**src/core/mhb_pkg.sv**
```systemverilog
// Purpose: Constants for the hash filter, backoff, pacing and pause block
// Assumes: One 250 MHz clock, synchronous active-high reset
// Notes:   Register offsets are byte addresses on the AXI4-Lite bus
//
// What this block does
// - Hash index XORs address bits k, k+6, ...
// - Low table word holds indexes 0..31
// - High table word holds indexes 32..63
// - Group frame accepted when its table bit set
// - Random generator clears on reset, then advances
// - Random field read returns live undisturbed value
// - Four-bit collision count for current frame
// - Backoff counter loads after collision, readable
// - Backoff counter drops one per slot time
// - Collision or deferral loads pacing with 31
// - Clean frame decrements pacing, floor zero
// - Pacing active while pacing counter nonzero
// - Active pacing stretches gap to four gaps
// - Deferred or collided frame uses normal gap
// - Sent pause frame loads pause timer 0xff00
// - Pause timer drops one per slot time
// - Pause timer at zero sends another pause
// - Pause timer in low 16 bits, upper zero

package mhb_pkg;

	// ****************************************************************
	// Register map
	// ****************************************************************
	localparam logic [7:0]  HASH_LO_OFS    = 8'h00;
	localparam logic [7:0]  HASH_HI_OFS    = 8'h04;
	localparam logic [7:0]  BOFF_OBS_OFS   = 8'h08;
	localparam logic [7:0]  PACE_OBS_OFS   = 8'h0c;
	localparam logic [7:0]  PAUSE_OBS_OFS  = 8'h10;
	localparam logic [7:0]  CTRL_OFS       = 8'h14;
	localparam int          ADDR_W         = 8;

	// ****************************************************************
	// Field positions
	// ****************************************************************
	localparam int          RND_LSB        = 16;
	localparam int          COLL_LSB       = 12;
	localparam int          BOFF_LSB       = 0;
	localparam int          PACE_LSB       = 0;
	localparam int          PAUSE_LSB      = 0;
	localparam int          CTRL_FLOW_BIT  = 0;

	// ****************************************************************
	// Widths, reset and load values
	// ****************************************************************
	localparam int          RND_W          = 10;
	localparam int          COLL_W         = 4;
	localparam int          PACE_W         = 5;
	localparam int          PAUSE_W        = 16;
	localparam logic [31:0] HASH_RST       = 32'h0000_0000;
	localparam logic [9:0]  RND_RST        = 10'h000;
	localparam logic [4:0]  PACE_LOAD      = 5'h1f;
	localparam logic [15:0] PAUSE_LOAD     = 16'hff00;
	localparam logic [3:0]  COLL_MAX       = 4'hf;
	localparam int          SLOT_BITS      = 512;

	localparam logic [1:0]  RESP_OKAY      = 2'h0;
	localparam logic [1:0]  RESP_SLVERR    = 2'h2;

endpackage : mhb_pkg

```
**src/core/mhb_top.sv**
```systemverilog
// Purpose: Multicast hash filter, collision backoff, transmit pacing and
//          receive pause timer of an Ethernet MAC, with AXI4-Lite access
// Assumes: All inputs synchronous to core_clk; tx_bit_tick pulses once
//          per bit time of the current line rate
// Notes:   Event inputs are one-cycle pulses

`timescale 1ns/1ns

module mhb_top #(
	parameter int SLOT_BITS = mhb_pkg::SLOT_BITS
) (
	input  wire logic        core_clk,
	input  wire logic        srst,
	input  wire logic        s_axi_awvalid,
	output logic             s_axi_awready,
	input  wire logic [7:0]  s_axi_awaddr,
	input  wire logic        s_axi_wvalid,
	output logic             s_axi_wready,
	input  wire logic [31:0] s_axi_wdata,
	input  wire logic [3:0]  s_axi_wstrb,
	output logic             s_axi_bvalid,
	input  wire logic        s_axi_bready,
	output logic [1:0]       s_axi_bresp,
	input  wire logic        s_axi_arvalid,
	output logic             s_axi_arready,
	input  wire logic [7:0]  s_axi_araddr,
	output logic             s_axi_rvalid,
	input  wire logic        s_axi_rready,
	output logic [31:0]      s_axi_rdata,
	output logic [1:0]       s_axi_rresp,
	input  wire logic [47:0] rx_dest_addr,
	input  wire logic        rx_addr_valid,
	output logic             rx_hash_accept,
	output logic [5:0]       rx_hash_index,
	input  wire logic        tx_bit_tick,
	input  wire logic        tx_collision,
	input  wire logic        tx_deferral,
	input  wire logic        tx_frame_good,
	input  wire logic        tx_frame_done,
	output logic             backoff_active,
	output logic             pacing_active,
	output logic             ipg_stretch,
	input  wire logic        rx_congested,
	input  wire logic        pause_frame_sent,
	output logic             pause_frame_req
);

	// ****************************************************************
	// Functions
	// ****************************************************************
	function automatic logic [5:0] hash_fn(input logic [47:0] da);
		logic [5:0] h;
		h = 6'h00;
		for (int i = 0; i < 48; i++) begin
			h[i % 6] = h[i % 6] ^ da[i];
		end
		return h;
	endfunction : hash_fn

	// Window widens with each collision, capped at ten bits
	function automatic logic [9:0] boff_mask(input logic [3:0] n);
		logic [9:0] m;
		m = 10'h000;
		for (int i = 0; i < 10; i++) begin
			m[i] = (4'(i) < n);
		end
		return m;
	endfunction : boff_mask

	localparam int SC_W = $clog2(SLOT_BITS);

	logic [31:0]  hash_lo_q;
	logic [31:0]  hash_hi_q;
	logic         flow_en_q;
	logic [9:0]   rnd_q;
	logic [3:0]   coll_q;
	logic [9:0]   boff_q;
	logic [4:0]   pace_q;
	logic         last_clean_q;
	logic [15:0]  pause_q;
	logic         pause_req_q;
	logic [SC_W-1:0] slot_cnt_q;
	logic         slot_tick;
	logic         hash_acc_q;
	logic [5:0]   hash_idx_q;
	logic [63:0]  hash_tbl;

	// ****************************************************************
	// AXI4-Lite slave
	// ****************************************************************
	logic         aw_full_q;
	logic [7:0]   aw_addr_q;
	logic         w_full_q;
	logic [31:0]  w_data_q;
	logic [3:0]   w_strb_q;
	logic         bvalid_q;
	logic [1:0]   bresp_q;
	logic         rvalid_q;
	logic [31:0]  rdata_q;
	logic [1:0]   rresp_q;
	logic         wr_go;
	logic         rd_go;
	logic [31:0]  rd_val;
	logic         rd_hit;

	assign s_axi_awready = !aw_full_q;
	assign s_axi_wready  = !w_full_q;
	assign s_axi_bvalid  = bvalid_q;
	assign s_axi_bresp   = bresp_q;
	assign s_axi_arready = !rvalid_q;
	assign s_axi_rvalid  = rvalid_q;
	assign s_axi_rdata   = rdata_q;
	assign s_axi_rresp   = rresp_q;
	assign wr_go = aw_full_q && w_full_q && !bvalid_q;
	assign rd_go = s_axi_arvalid && !rvalid_q;

	always_ff @(posedge core_clk) begin
		if (srst) begin
			aw_full_q <= 1'b0;
			aw_addr_q <= 8'h00;
		end else if (s_axi_awvalid && !aw_full_q) begin
			aw_full_q <= 1'b1;
			aw_addr_q <= s_axi_awaddr;
		end else if (wr_go) begin
			aw_full_q <= 1'b0;
		end
	end

	always_ff @(posedge core_clk) begin
		if (srst) begin
			w_full_q <= 1'b0;
			w_data_q <= 32'h0000_0000;
			w_strb_q <= 4'h0;
		end else if (s_axi_wvalid && !w_full_q) begin
			w_full_q <= 1'b1;
			w_data_q <= s_axi_wdata;
			w_strb_q <= s_axi_wstrb;
		end else if (wr_go) begin
			w_full_q <= 1'b0;
		end
	end

	always_ff @(posedge core_clk) begin
		if (srst) begin
			bvalid_q <= 1'b0;
			bresp_q  <= mhb_pkg::RESP_OKAY;
		end else if (wr_go) begin
			bvalid_q <= 1'b1;
			unique case (aw_addr_q)
				mhb_pkg::HASH_LO_OFS, mhb_pkg::HASH_HI_OFS,
				mhb_pkg::CTRL_OFS: bresp_q <= mhb_pkg::RESP_OKAY;
				default:           bresp_q <= mhb_pkg::RESP_SLVERR;
			endcase
		end else if (s_axi_bready) begin
			bvalid_q <= 1'b0;
		end
	end

	// Observation words are assembled live so a read sees this cycle
	always_comb begin
		rd_val = 32'h0000_0000;
		rd_hit = 1'b1;
		unique case (s_axi_araddr)
			mhb_pkg::HASH_LO_OFS:   rd_val = hash_lo_q;
			mhb_pkg::HASH_HI_OFS:   rd_val = hash_hi_q;
			mhb_pkg::BOFF_OBS_OFS: begin
				rd_val[mhb_pkg::RND_LSB +: mhb_pkg::RND_W] = rnd_q;
				rd_val[mhb_pkg::COLL_LSB +: mhb_pkg::COLL_W] = coll_q;
				rd_val[mhb_pkg::BOFF_LSB +: mhb_pkg::RND_W] = boff_q;
			end
			mhb_pkg::PACE_OBS_OFS:
				rd_val[mhb_pkg::PACE_LSB +: mhb_pkg::PACE_W] = pace_q;
			mhb_pkg::PAUSE_OBS_OFS:
				rd_val[mhb_pkg::PAUSE_LSB +: mhb_pkg::PAUSE_W] = pause_q;
			mhb_pkg::CTRL_OFS:
				rd_val[mhb_pkg::CTRL_FLOW_BIT] = flow_en_q;
			default:                rd_hit = 1'b0;
		endcase
	end

	always_ff @(posedge core_clk) begin
		if (srst) begin
			rvalid_q <= 1'b0;
			rdata_q  <= 32'h0000_0000;
			rresp_q  <= mhb_pkg::RESP_OKAY;
		end else if (rd_go) begin
			rvalid_q <= 1'b1;
			rdata_q  <= rd_val;
			rresp_q  <= rd_hit ? mhb_pkg::RESP_OKAY : mhb_pkg::RESP_SLVERR;
		end else if (s_axi_rready) begin
			rvalid_q <= 1'b0;
		end
	end

	// ****************************************************************
	// Writable registers
	// ****************************************************************
	always_ff @(posedge core_clk) begin
		if (srst) begin
			hash_lo_q <= mhb_pkg::HASH_RST;
			hash_hi_q <= mhb_pkg::HASH_RST;
			flow_en_q <= 1'b0;
		end else if (wr_go) begin
			for (int b = 0; b < 4; b++) begin
				if (w_strb_q[b] && aw_addr_q == mhb_pkg::HASH_LO_OFS) begin
					hash_lo_q[b*8 +: 8] <= w_data_q[b*8 +: 8];
				end
				if (w_strb_q[b] && aw_addr_q == mhb_pkg::HASH_HI_OFS) begin
					hash_hi_q[b*8 +: 8] <= w_data_q[b*8 +: 8];
				end
			end
			if (w_strb_q[0] && aw_addr_q == mhb_pkg::CTRL_OFS) begin
				flow_en_q <= w_data_q[mhb_pkg::CTRL_FLOW_BIT];
			end
		end
	end

	// ****************************************************************
	// Multicast hash filter
	// ****************************************************************
	assign hash_tbl = {hash_hi_q, hash_lo_q};

	// Unicast frames never pass here; the address match decides those
	always_ff @(posedge core_clk) begin
		if (srst) begin
			hash_acc_q <= 1'b0;
			hash_idx_q <= 6'h00;
		end else begin
			hash_acc_q <= rx_addr_valid && rx_dest_addr[0] &&
				hash_tbl[hash_fn(rx_dest_addr)];
			if (rx_addr_valid) begin
				hash_idx_q <= hash_fn(rx_dest_addr);
			end
		end
	end

	assign rx_hash_accept = hash_acc_q;
	assign rx_hash_index  = hash_idx_q;

	// ****************************************************************
	// Slot timer
	// ****************************************************************
	assign slot_tick = tx_bit_tick && (slot_cnt_q == SC_W'(SLOT_BITS - 1));

	// Restarting on a collision aligns backoff slots to the collision
	always_ff @(posedge core_clk) begin
		if (srst || tx_collision) begin
			slot_cnt_q <= '0;
		end else if (slot_tick) begin
			slot_cnt_q <= '0;
		end else if (tx_bit_tick) begin
			slot_cnt_q <= slot_cnt_q + SC_W'(1);
		end
	end

	// ****************************************************************
	// Backoff
	// ****************************************************************
	// XNOR feedback so the all-zero reset value is not a lock-up state
	always_ff @(posedge core_clk) begin
		if (srst) begin
			rnd_q <= mhb_pkg::RND_RST;
		end else begin
			rnd_q <= {rnd_q[8:0], ~(rnd_q[9] ^ rnd_q[6])};
		end
	end

	always_ff @(posedge core_clk) begin
		if (srst || tx_frame_done) begin
			coll_q <= 4'h0;
		end else if (tx_collision && coll_q != mhb_pkg::COLL_MAX) begin
			coll_q <= coll_q + 4'h1;
		end
	end

	always_ff @(posedge core_clk) begin
		if (srst) begin
			boff_q <= 10'h000;
		end else if (tx_collision) begin
			boff_q <= rnd_q & boff_mask(coll_q == mhb_pkg::COLL_MAX ?
				coll_q : coll_q + 4'h1);
		end else if (slot_tick && boff_q != 10'h000) begin
			boff_q <= boff_q - 10'h001;
		end
	end

	assign backoff_active = (boff_q != 10'h000);

	// ****************************************************************
	// Transmit pacing
	// ****************************************************************
	always_ff @(posedge core_clk) begin
		if (srst) begin
			pace_q <= 5'h00;
		end else if (tx_collision || tx_deferral) begin
			pace_q <= mhb_pkg::PACE_LOAD;
		end else if (tx_frame_good && pace_q != 5'h00) begin
			pace_q <= pace_q - 5'h01;
		end
	end

	always_ff @(posedge core_clk) begin
		if (srst || tx_collision || tx_deferral) begin
			last_clean_q <= 1'b0;
		end else if (tx_frame_good) begin
			last_clean_q <= 1'b1;
		end
	end

	assign pacing_active = (pace_q != 5'h00);
	// The gap logic uses four gaps while this is high
	assign ipg_stretch = pacing_active && last_clean_q;

	// ****************************************************************
	// Receive pause timer
	// ****************************************************************
	always_ff @(posedge core_clk) begin
		if (srst) begin
			pause_q <= 16'h0000;
		end else if (pause_frame_sent) begin
			pause_q <= mhb_pkg::PAUSE_LOAD;
		end else if (slot_tick && pause_q != 16'h0000) begin
			pause_q <= pause_q - 16'h0001;
		end
	end

	// Held until the transmitter sends or flow control is switched off
	always_ff @(posedge core_clk) begin
		if (srst || pause_frame_sent || !flow_en_q) begin
			pause_req_q <= 1'b0;
		end else if (rx_congested && pause_q == 16'h0000) begin
			pause_req_q <= 1'b1;
		end
	end

	assign pause_frame_req = pause_req_q;
endmodule : mhb_top

```
**config.mk**
```make
export PLATFORM = sky130hd
export DESIGN_NAME = mhb_top
export DESIGN_NICKNAME = d
export VERILOG_FILES = /design/src/core/mhb_pkg.sv /design/src/core/mhb_top.sv
export SDC_FILE = /design/constraint.sdc
export NUM_CORES = 1
export LEC_CHECK = 0
export ABC_AREA = 1
export BUFFER_PORTS_ARGS = -buffer_cell sky130_fd_sc_hd__buf_2
export CORE_ASPECT_RATIO = 0.6
export CORE_MARGIN = 10
export CORE_UTILIZATION = 50
export CTS_BUF_LIST = sky130_fd_sc_hd__clkbuf_4 sky130_fd_sc_hd__clkbuf_8
export DETAILED_ROUTE_END_ITERATION = 8
export PLACE_DENSITY_LB_ADDON = 0.2
export SKIP_CTS_REPAIR_TIMING = 1
export SLEW_MARGIN = 20
export SYNTH_ARGS = -nofsm -noshare
export SYNTH_HDL_FRONTEND = slang
export SYNTH_SLANG_ARGS = --single-unit
```
**constraint.sdc**
```tcl
create_clock -name core_clk -period 4.6 [get_ports core_clk]
set_clock_uncertainty 0.2 [all_clocks]
set_input_delay 0.46 -clock core_clk [delete_from_list [all_inputs] [get_ports core_clk]]
set_output_delay 0.46 -clock core_clk [all_outputs]
set_load 0.01 [all_outputs]
```
# ---- After elaboration in Yosys (flattened, before gate mapping)
# Index checks and enable logic that the tools add are counted.
dict set report classes {
  n_addsub 5
  order_cmp 11
  n_eq_ne 10
  muxes 26
  bitwise_logic 45
  n_reduce_logical 60
}
# op n
set op_table {}
lappend op_table {{$xor A1 B1 Y1} 43}
lappend op_table {{$mux W16} 2}
lappend op_table {{$pmux W10 S3} 1}
lappend op_table {{$eq A8 B5 Y1 const B} 3}
lappend op_table {{$logic_and A1 B1 Y1} 23}
lappend op_table {{$mux W10} 2}
lappend op_table {{$pmux W4 S5} 1}
lappend op_table {{$pmux W5 S4} 1}
lappend op_table {{$reduce_and A2 Y1} 9}
lappend op_table {{$eq A8 B3 Y1 const B} 2}
lappend op_table {{$eq A8 B4 Y1 const B} 2}
lappend op_table {{$logic_not A16 Y1} 1}
lappend op_table {{$logic_not A8 Y1} 2}
lappend op_table {{$lt A3 B4 Y1 const A} 4}
lappend op_table {{$pmux W4 S4} 1}
lappend op_table {{$reduce_bool A16 Y1} 1}
lappend op_table {{$sub A16 B1 Y16 const B} 1}
lappend op_table {{$reduce_bool A2 Y1} 7}
lappend op_table {{$pmux W6 S2} 1}
lappend op_table {{$and A10 B10 Y10} 1}
lappend op_table {{$mux W5} 2}
lappend op_table {{$reduce_bool A10 Y1} 1}
lappend op_table {{$sub A10 B1 Y10 const B} 1}
lappend op_table {{$add A9 B1 Y9 const B} 1}
lappend op_table {{other kinds (22)} 44}
dict set report word_totals {
  ff_bits 212
  in_bits 115
}

# ---- Depth between registers and ports, before layout
dict set report depth {
  word_depth 10
  mapped_depth 18
}

# ---- Least setup slack after synthesis
# OpenSTA, ideal clock, no wires.
dict set report synth_timing {
  path_kind {flip-flop to flip-flop}
  start {register slot_cnt_q[0]}
  end {register pause_q[12]}
  arrival_time_ps 1965
  required_ps 4287
  slack_ps 2322
  stages_incl_launch_ff 18
  path_buffers 0
  synth_period_minus_slack_ps 2278
  cell_sequence {dfxtp_1 > ha_1 > inv_1 > nor3_1 > inv_1 > nor2_1 > ha_1 > nand2_1 > inv_1 > nand2_2 > nor2_2 > nand2_2 > nor2_4 > nand3_1 > o21ai_1 > nand2_1 > o21ai_1 > inv_1}
}
dict set report synth_via {
  elab_chain_cells 4
}
# item line_no
set synth_rtl {}
lappend synth_rtl {{from (decl)} mhb_top.sv:82} ;# logic [SC_W-1:0] slot_cnt_q;
lappend synth_rtl {{from (signal assigned)} mhb_top.sv:252} ;# slot_cnt_q <= slot_cnt_q + SC_W'(1);
lappend synth_rtl {{$eq A9 B9 Y1} mhb_top.sv:243} ;# assign slot_tick = tx_bit_tick && (slot_cnt_q == SC_W'(SLOT_BITS - 1));
lappend synth_rtl {{$logic_and A1 B1 Y1} mhb_top.sv:243}
lappend synth_rtl {{$logic_and A1 B1 Y1} mhb_top.sv:322} ;# end else if (slot_tick && pause_q != 16'h0000) begin
lappend synth_rtl {{$reduce_bool A2 Y1 (no source line)} -}
lappend synth_rtl {{to (signal assigned)} mhb_top.sv:321} ;# pause_q <= mhb_pkg::PAUSE_LOAD;
lappend synth_rtl {{to (signal assigned)} mhb_top.sv:323} ;# pause_q <= pause_q - 16'h0001;
lappend synth_rtl {{to (decl)} mhb_top.sv:80} ;# logic [15:0] pause_q;
# Every way passes these cells.
# A chain may end at the register's enable or synchronous reset.

# ---- Final worst setup path
dict set report layout_timing {
  start {register boff_q[1]}
  end {output port backoff_active}
}
dict set report layout_via {
  elab_chain_cells 1
}
# item line_no
set layout_rtl {}
lappend layout_rtl {{from (decl)} mhb_top.sv:77} ;# logic [9:0] boff_q;
lappend layout_rtl {{from (signal assigned)} mhb_top.sv:280} ;# boff_q <= rnd_q & boff_mask(coll_q == mhb_pkg::COLL_MAX ?
lappend layout_rtl {{from (signal assigned)} mhb_top.sv:283} ;# boff_q <= boff_q - 10'h001;
lappend layout_rtl {{$reduce_bool A10 Y1} mhb_top.sv:287} ;# assign backoff_active = (boff_q != 10'h000);
lappend layout_rtl {{to (decl)} mhb_top.sv:40} ;# output logic backoff_active,
# Every way passes these cells.

==> out/metrics.yaml <==
power:
  max-vdd-ir-drop_uv: 208
  power.density_mw_per_mm2: 342
  leakage_nw: 5.32
drt:
  wl_per_cell_microns: 16.4
  vias: 10400
  drc_errors: 0
  drtPass1Iterations: 6
  antenna_left: 0
  drt_wl_total_mm: 31.8
  viasPerCell: 5.35
  drtIter0Drc: 1127
sta:
  drv_slew: 0
  worstMarginPinSlew_ns: 0.992
  whs_ns: -0.0390
  post-route-period-util: 0.632
  layout_min_cycle_time_ns: 2.91
  max_freq_ghz: 0.344
  timing.setup.tns_ns: 0
  setup_ws_ns: 1.69
  rsz0062_at_grt: "false"
  hold_viol_final: 3
  slew_headroom: 0.338
  setup-violations-final: 0
final_layout:
  drive_above_1_share: 0.163
  syn2layout_area_growth_pct: 20.0
  fillers: 1894
  finalNetCount: 1770
  multiInputGateArea_sq_mm: 0.00500
  num_antenna_cells: 0
  seq_area_sq_mm: 0.00420
global_routing:
  antenna_found_initial: 0
  track_usage: 0.223
  grt_pass1_vias: 9177
  grt_max_degree: 67
  grt_first_pass_wirelength_mm: 48.8
  overflow: 0
logic_synthesis:
  syn-mean-instance-area_sq_um: 6.98
  ys_types: 49
  ys_warn_count: 0
  ys.flop_type: "dfxtp_1"
  syn_inst: 1458
  synthesis.area_sq_mm: 0.0102
  async_reset_ff_frac: 0
  synth-edff-count: 0
  ys_seq_area_frac: 0.413
  synth.ff_latch_count: 210
clock_tree:
  root_buffer: "clkbuf_8"
  clock-sinks: 210
  clkTransAtPathRegs_ns: 0.07
  ctsLongestPathBuffers: 3
  htree_levels: 1
  cts_made_buffers: 31
  clk_latency_ns: 0.58
  cts_tree: "done"
run_status:
  violations: "negative hold slack"
  status: "complete, but fails checks"
die:
  coreArea_sq_mm: 0.0200
  rows: 40
  die_h_microns: 130
  io-pin-count: 167
  fp.dieW_microns: 204
  initial_core_util: 0.508
  design.die.area_sq_mm: 0.0266
placed_design:
  portBuffers: 164
  hpwl_mm: 23.3
  preCtsSetupSlack_ns: 1.52
  gp_congestion: 0.930
worst_hold_path:
  hold_path.class: "input pin to flop"
setup_path:
  critical_path.max_fanout: 3
  critPathCaptureType: "primary output"
  crit_type: "flop to primary output"
  worstPathRequired_ns: 3.94
  critical_path.startpoint_type: "flop"
  arrival_ns: 2.25
run:
  drv_cap: 0
## stage by stage
step	power, mW	util	instance area (sq um)	hold slack, ns	cells
floorplan	2.41	-	10200	0.221	1459
global placement	2.60	0.555	11100	0.228	1841
detailed placement	2.60	0.555	11100	0.235	1841
CTS	4.15	0.587	11700	-0.119	1897
global route	4.35	0.610	12200	0.00289	1943
finish	4.18	0.610	12200	-0.0390	1943
## placed cells by master, fill, tap and decap left out, drive strengths merged, types with 4 or more instances in the layout
master | synthesis | routed
xnor2 | 15 | 15
o21a | 4 | 4
a21oi | 115 | 115
a31oi | 11 | 11
nand4 | 10 | 10
o21ai | 174 | 174
ha | 8 | 8
clkinv | 1 | 9
or2 | 5 | 5
nand2 | 254 | 254
o211ai | 10 | 10
nor2 | 213 | 213
nor4 | 4 | 4
a211oi | 4 | 4
dfxtp | 210 | 210
xor2 | 19 | 19
o221ai | 13 | 13
nand3 | 96 | 96
clkbuf | 40 | 45
o22ai | 14 | 14
nor3 | 21 | 21
inv | 176 | 178
buf | 23 | 172
nand3b | 6 | 6
dlygate4sd3 | 0 | 46
## worst paths after layout
kind,cells after the start,to,start,slack [ns]
worst max-delay path,10,backoff_active,boff_q[1],1.69
worst min-delay path,3,w_strb_q[0],s_axi_wstrb[0],-0.04
worst max register to register,17,pause_q[11],slot_cnt_q[1],1.73
worst min register to register,1,rnd_q[0],rnd_q[9],0.24
## cell usage after synthesis (all sizes together) (2+ instances only)
cell	number	share of area
inv	176	0.065
nor4	4	0.0025
o221ai	13	0.011
a31oi	11	0.0068
o211ai	10	0.0089
o22ai	14	0.0086
nor2	213	0.081
buf	23	0.016
o21a	4	0.0030
nand2	254	0.099
o311ai	2	0.0017
a211oi	4	0.0030
o21ai	174	0.086
nor3	21	0.012
nand4	10	0.0061
and2	2	0.0012
nand3b	6	0.0044
dfxtp	210	0.41
a21oi	115	0.057
or2	5	0.0031
clkbuf	40	0.015
a31o	2	0.0017
xor2	19	0.017
ha	8	0.0098
nand3	96	0.050
xnor2	15	0.013
## flip-flops by register name, summed over array words and instances (netlist names), 9 cells and up
name	count
w_data_q	32
slot_cnt_q	9
rnd_q	10
boff_q	10
hash_hi_q	32
pause_q	16
hash_lo_q	32
s_axi_rdata	32
## worst max-delay path: stages (launching register included)
cell and delay, ns:
dfxtp_1 0.32, inv_1 0.17, ha_1 0.23, inv_1 0.06, nor2_1 0.13, nand2_1 0.14
nor2_2 0.14, inv_2 0.07, nor3_4 0.17, nand3_2 0.09, buf_2 0.16
## routing by layer
metal | part of all wire | GRT usage | vias to the layer above
met3 | 0.10 | 0.0472 | 37
met1 | 0.48 | 0.338 | 4743
met4 | 0.013 | 0.0342 | 0
met2 | 0.41 | 0.320 | 461
li1 | - | - | 5145
met5 | 0 | 0 | -
## cells by family after synthesis
kind of cell	after synthesis	synth area share
and+or+nand+nor	612	0.260
AOI/OAI and AO/OA	353	0.190
buffers and inverters	240	0.0959
DFF	210	0.413
xor gates and xnor gates	34	0.0300
adders and majority gates	8	0.00984
other	1	0.000369
## power by group
| group | total [mW] | internal (mW) | switching, mW |
|---|---|---|---|
| logic | 0.669 | 0.244 | 0.425 |
| clock network | 1.57 | 0.818 | 0.750 |
| registers | 1.94 | 1.89 | 0.0514 |
## layout make-up
cell class,count,share of cell area
clock buffer,45,0.0477
clock inverter,11,0.00523
inverter,177,0.0546
multi-input combinational,1009,0.409
sequential,210,0.344
tap,273,0.0280
timing repair buffer,218,0.111
Power figures use the tool's default switching activity.
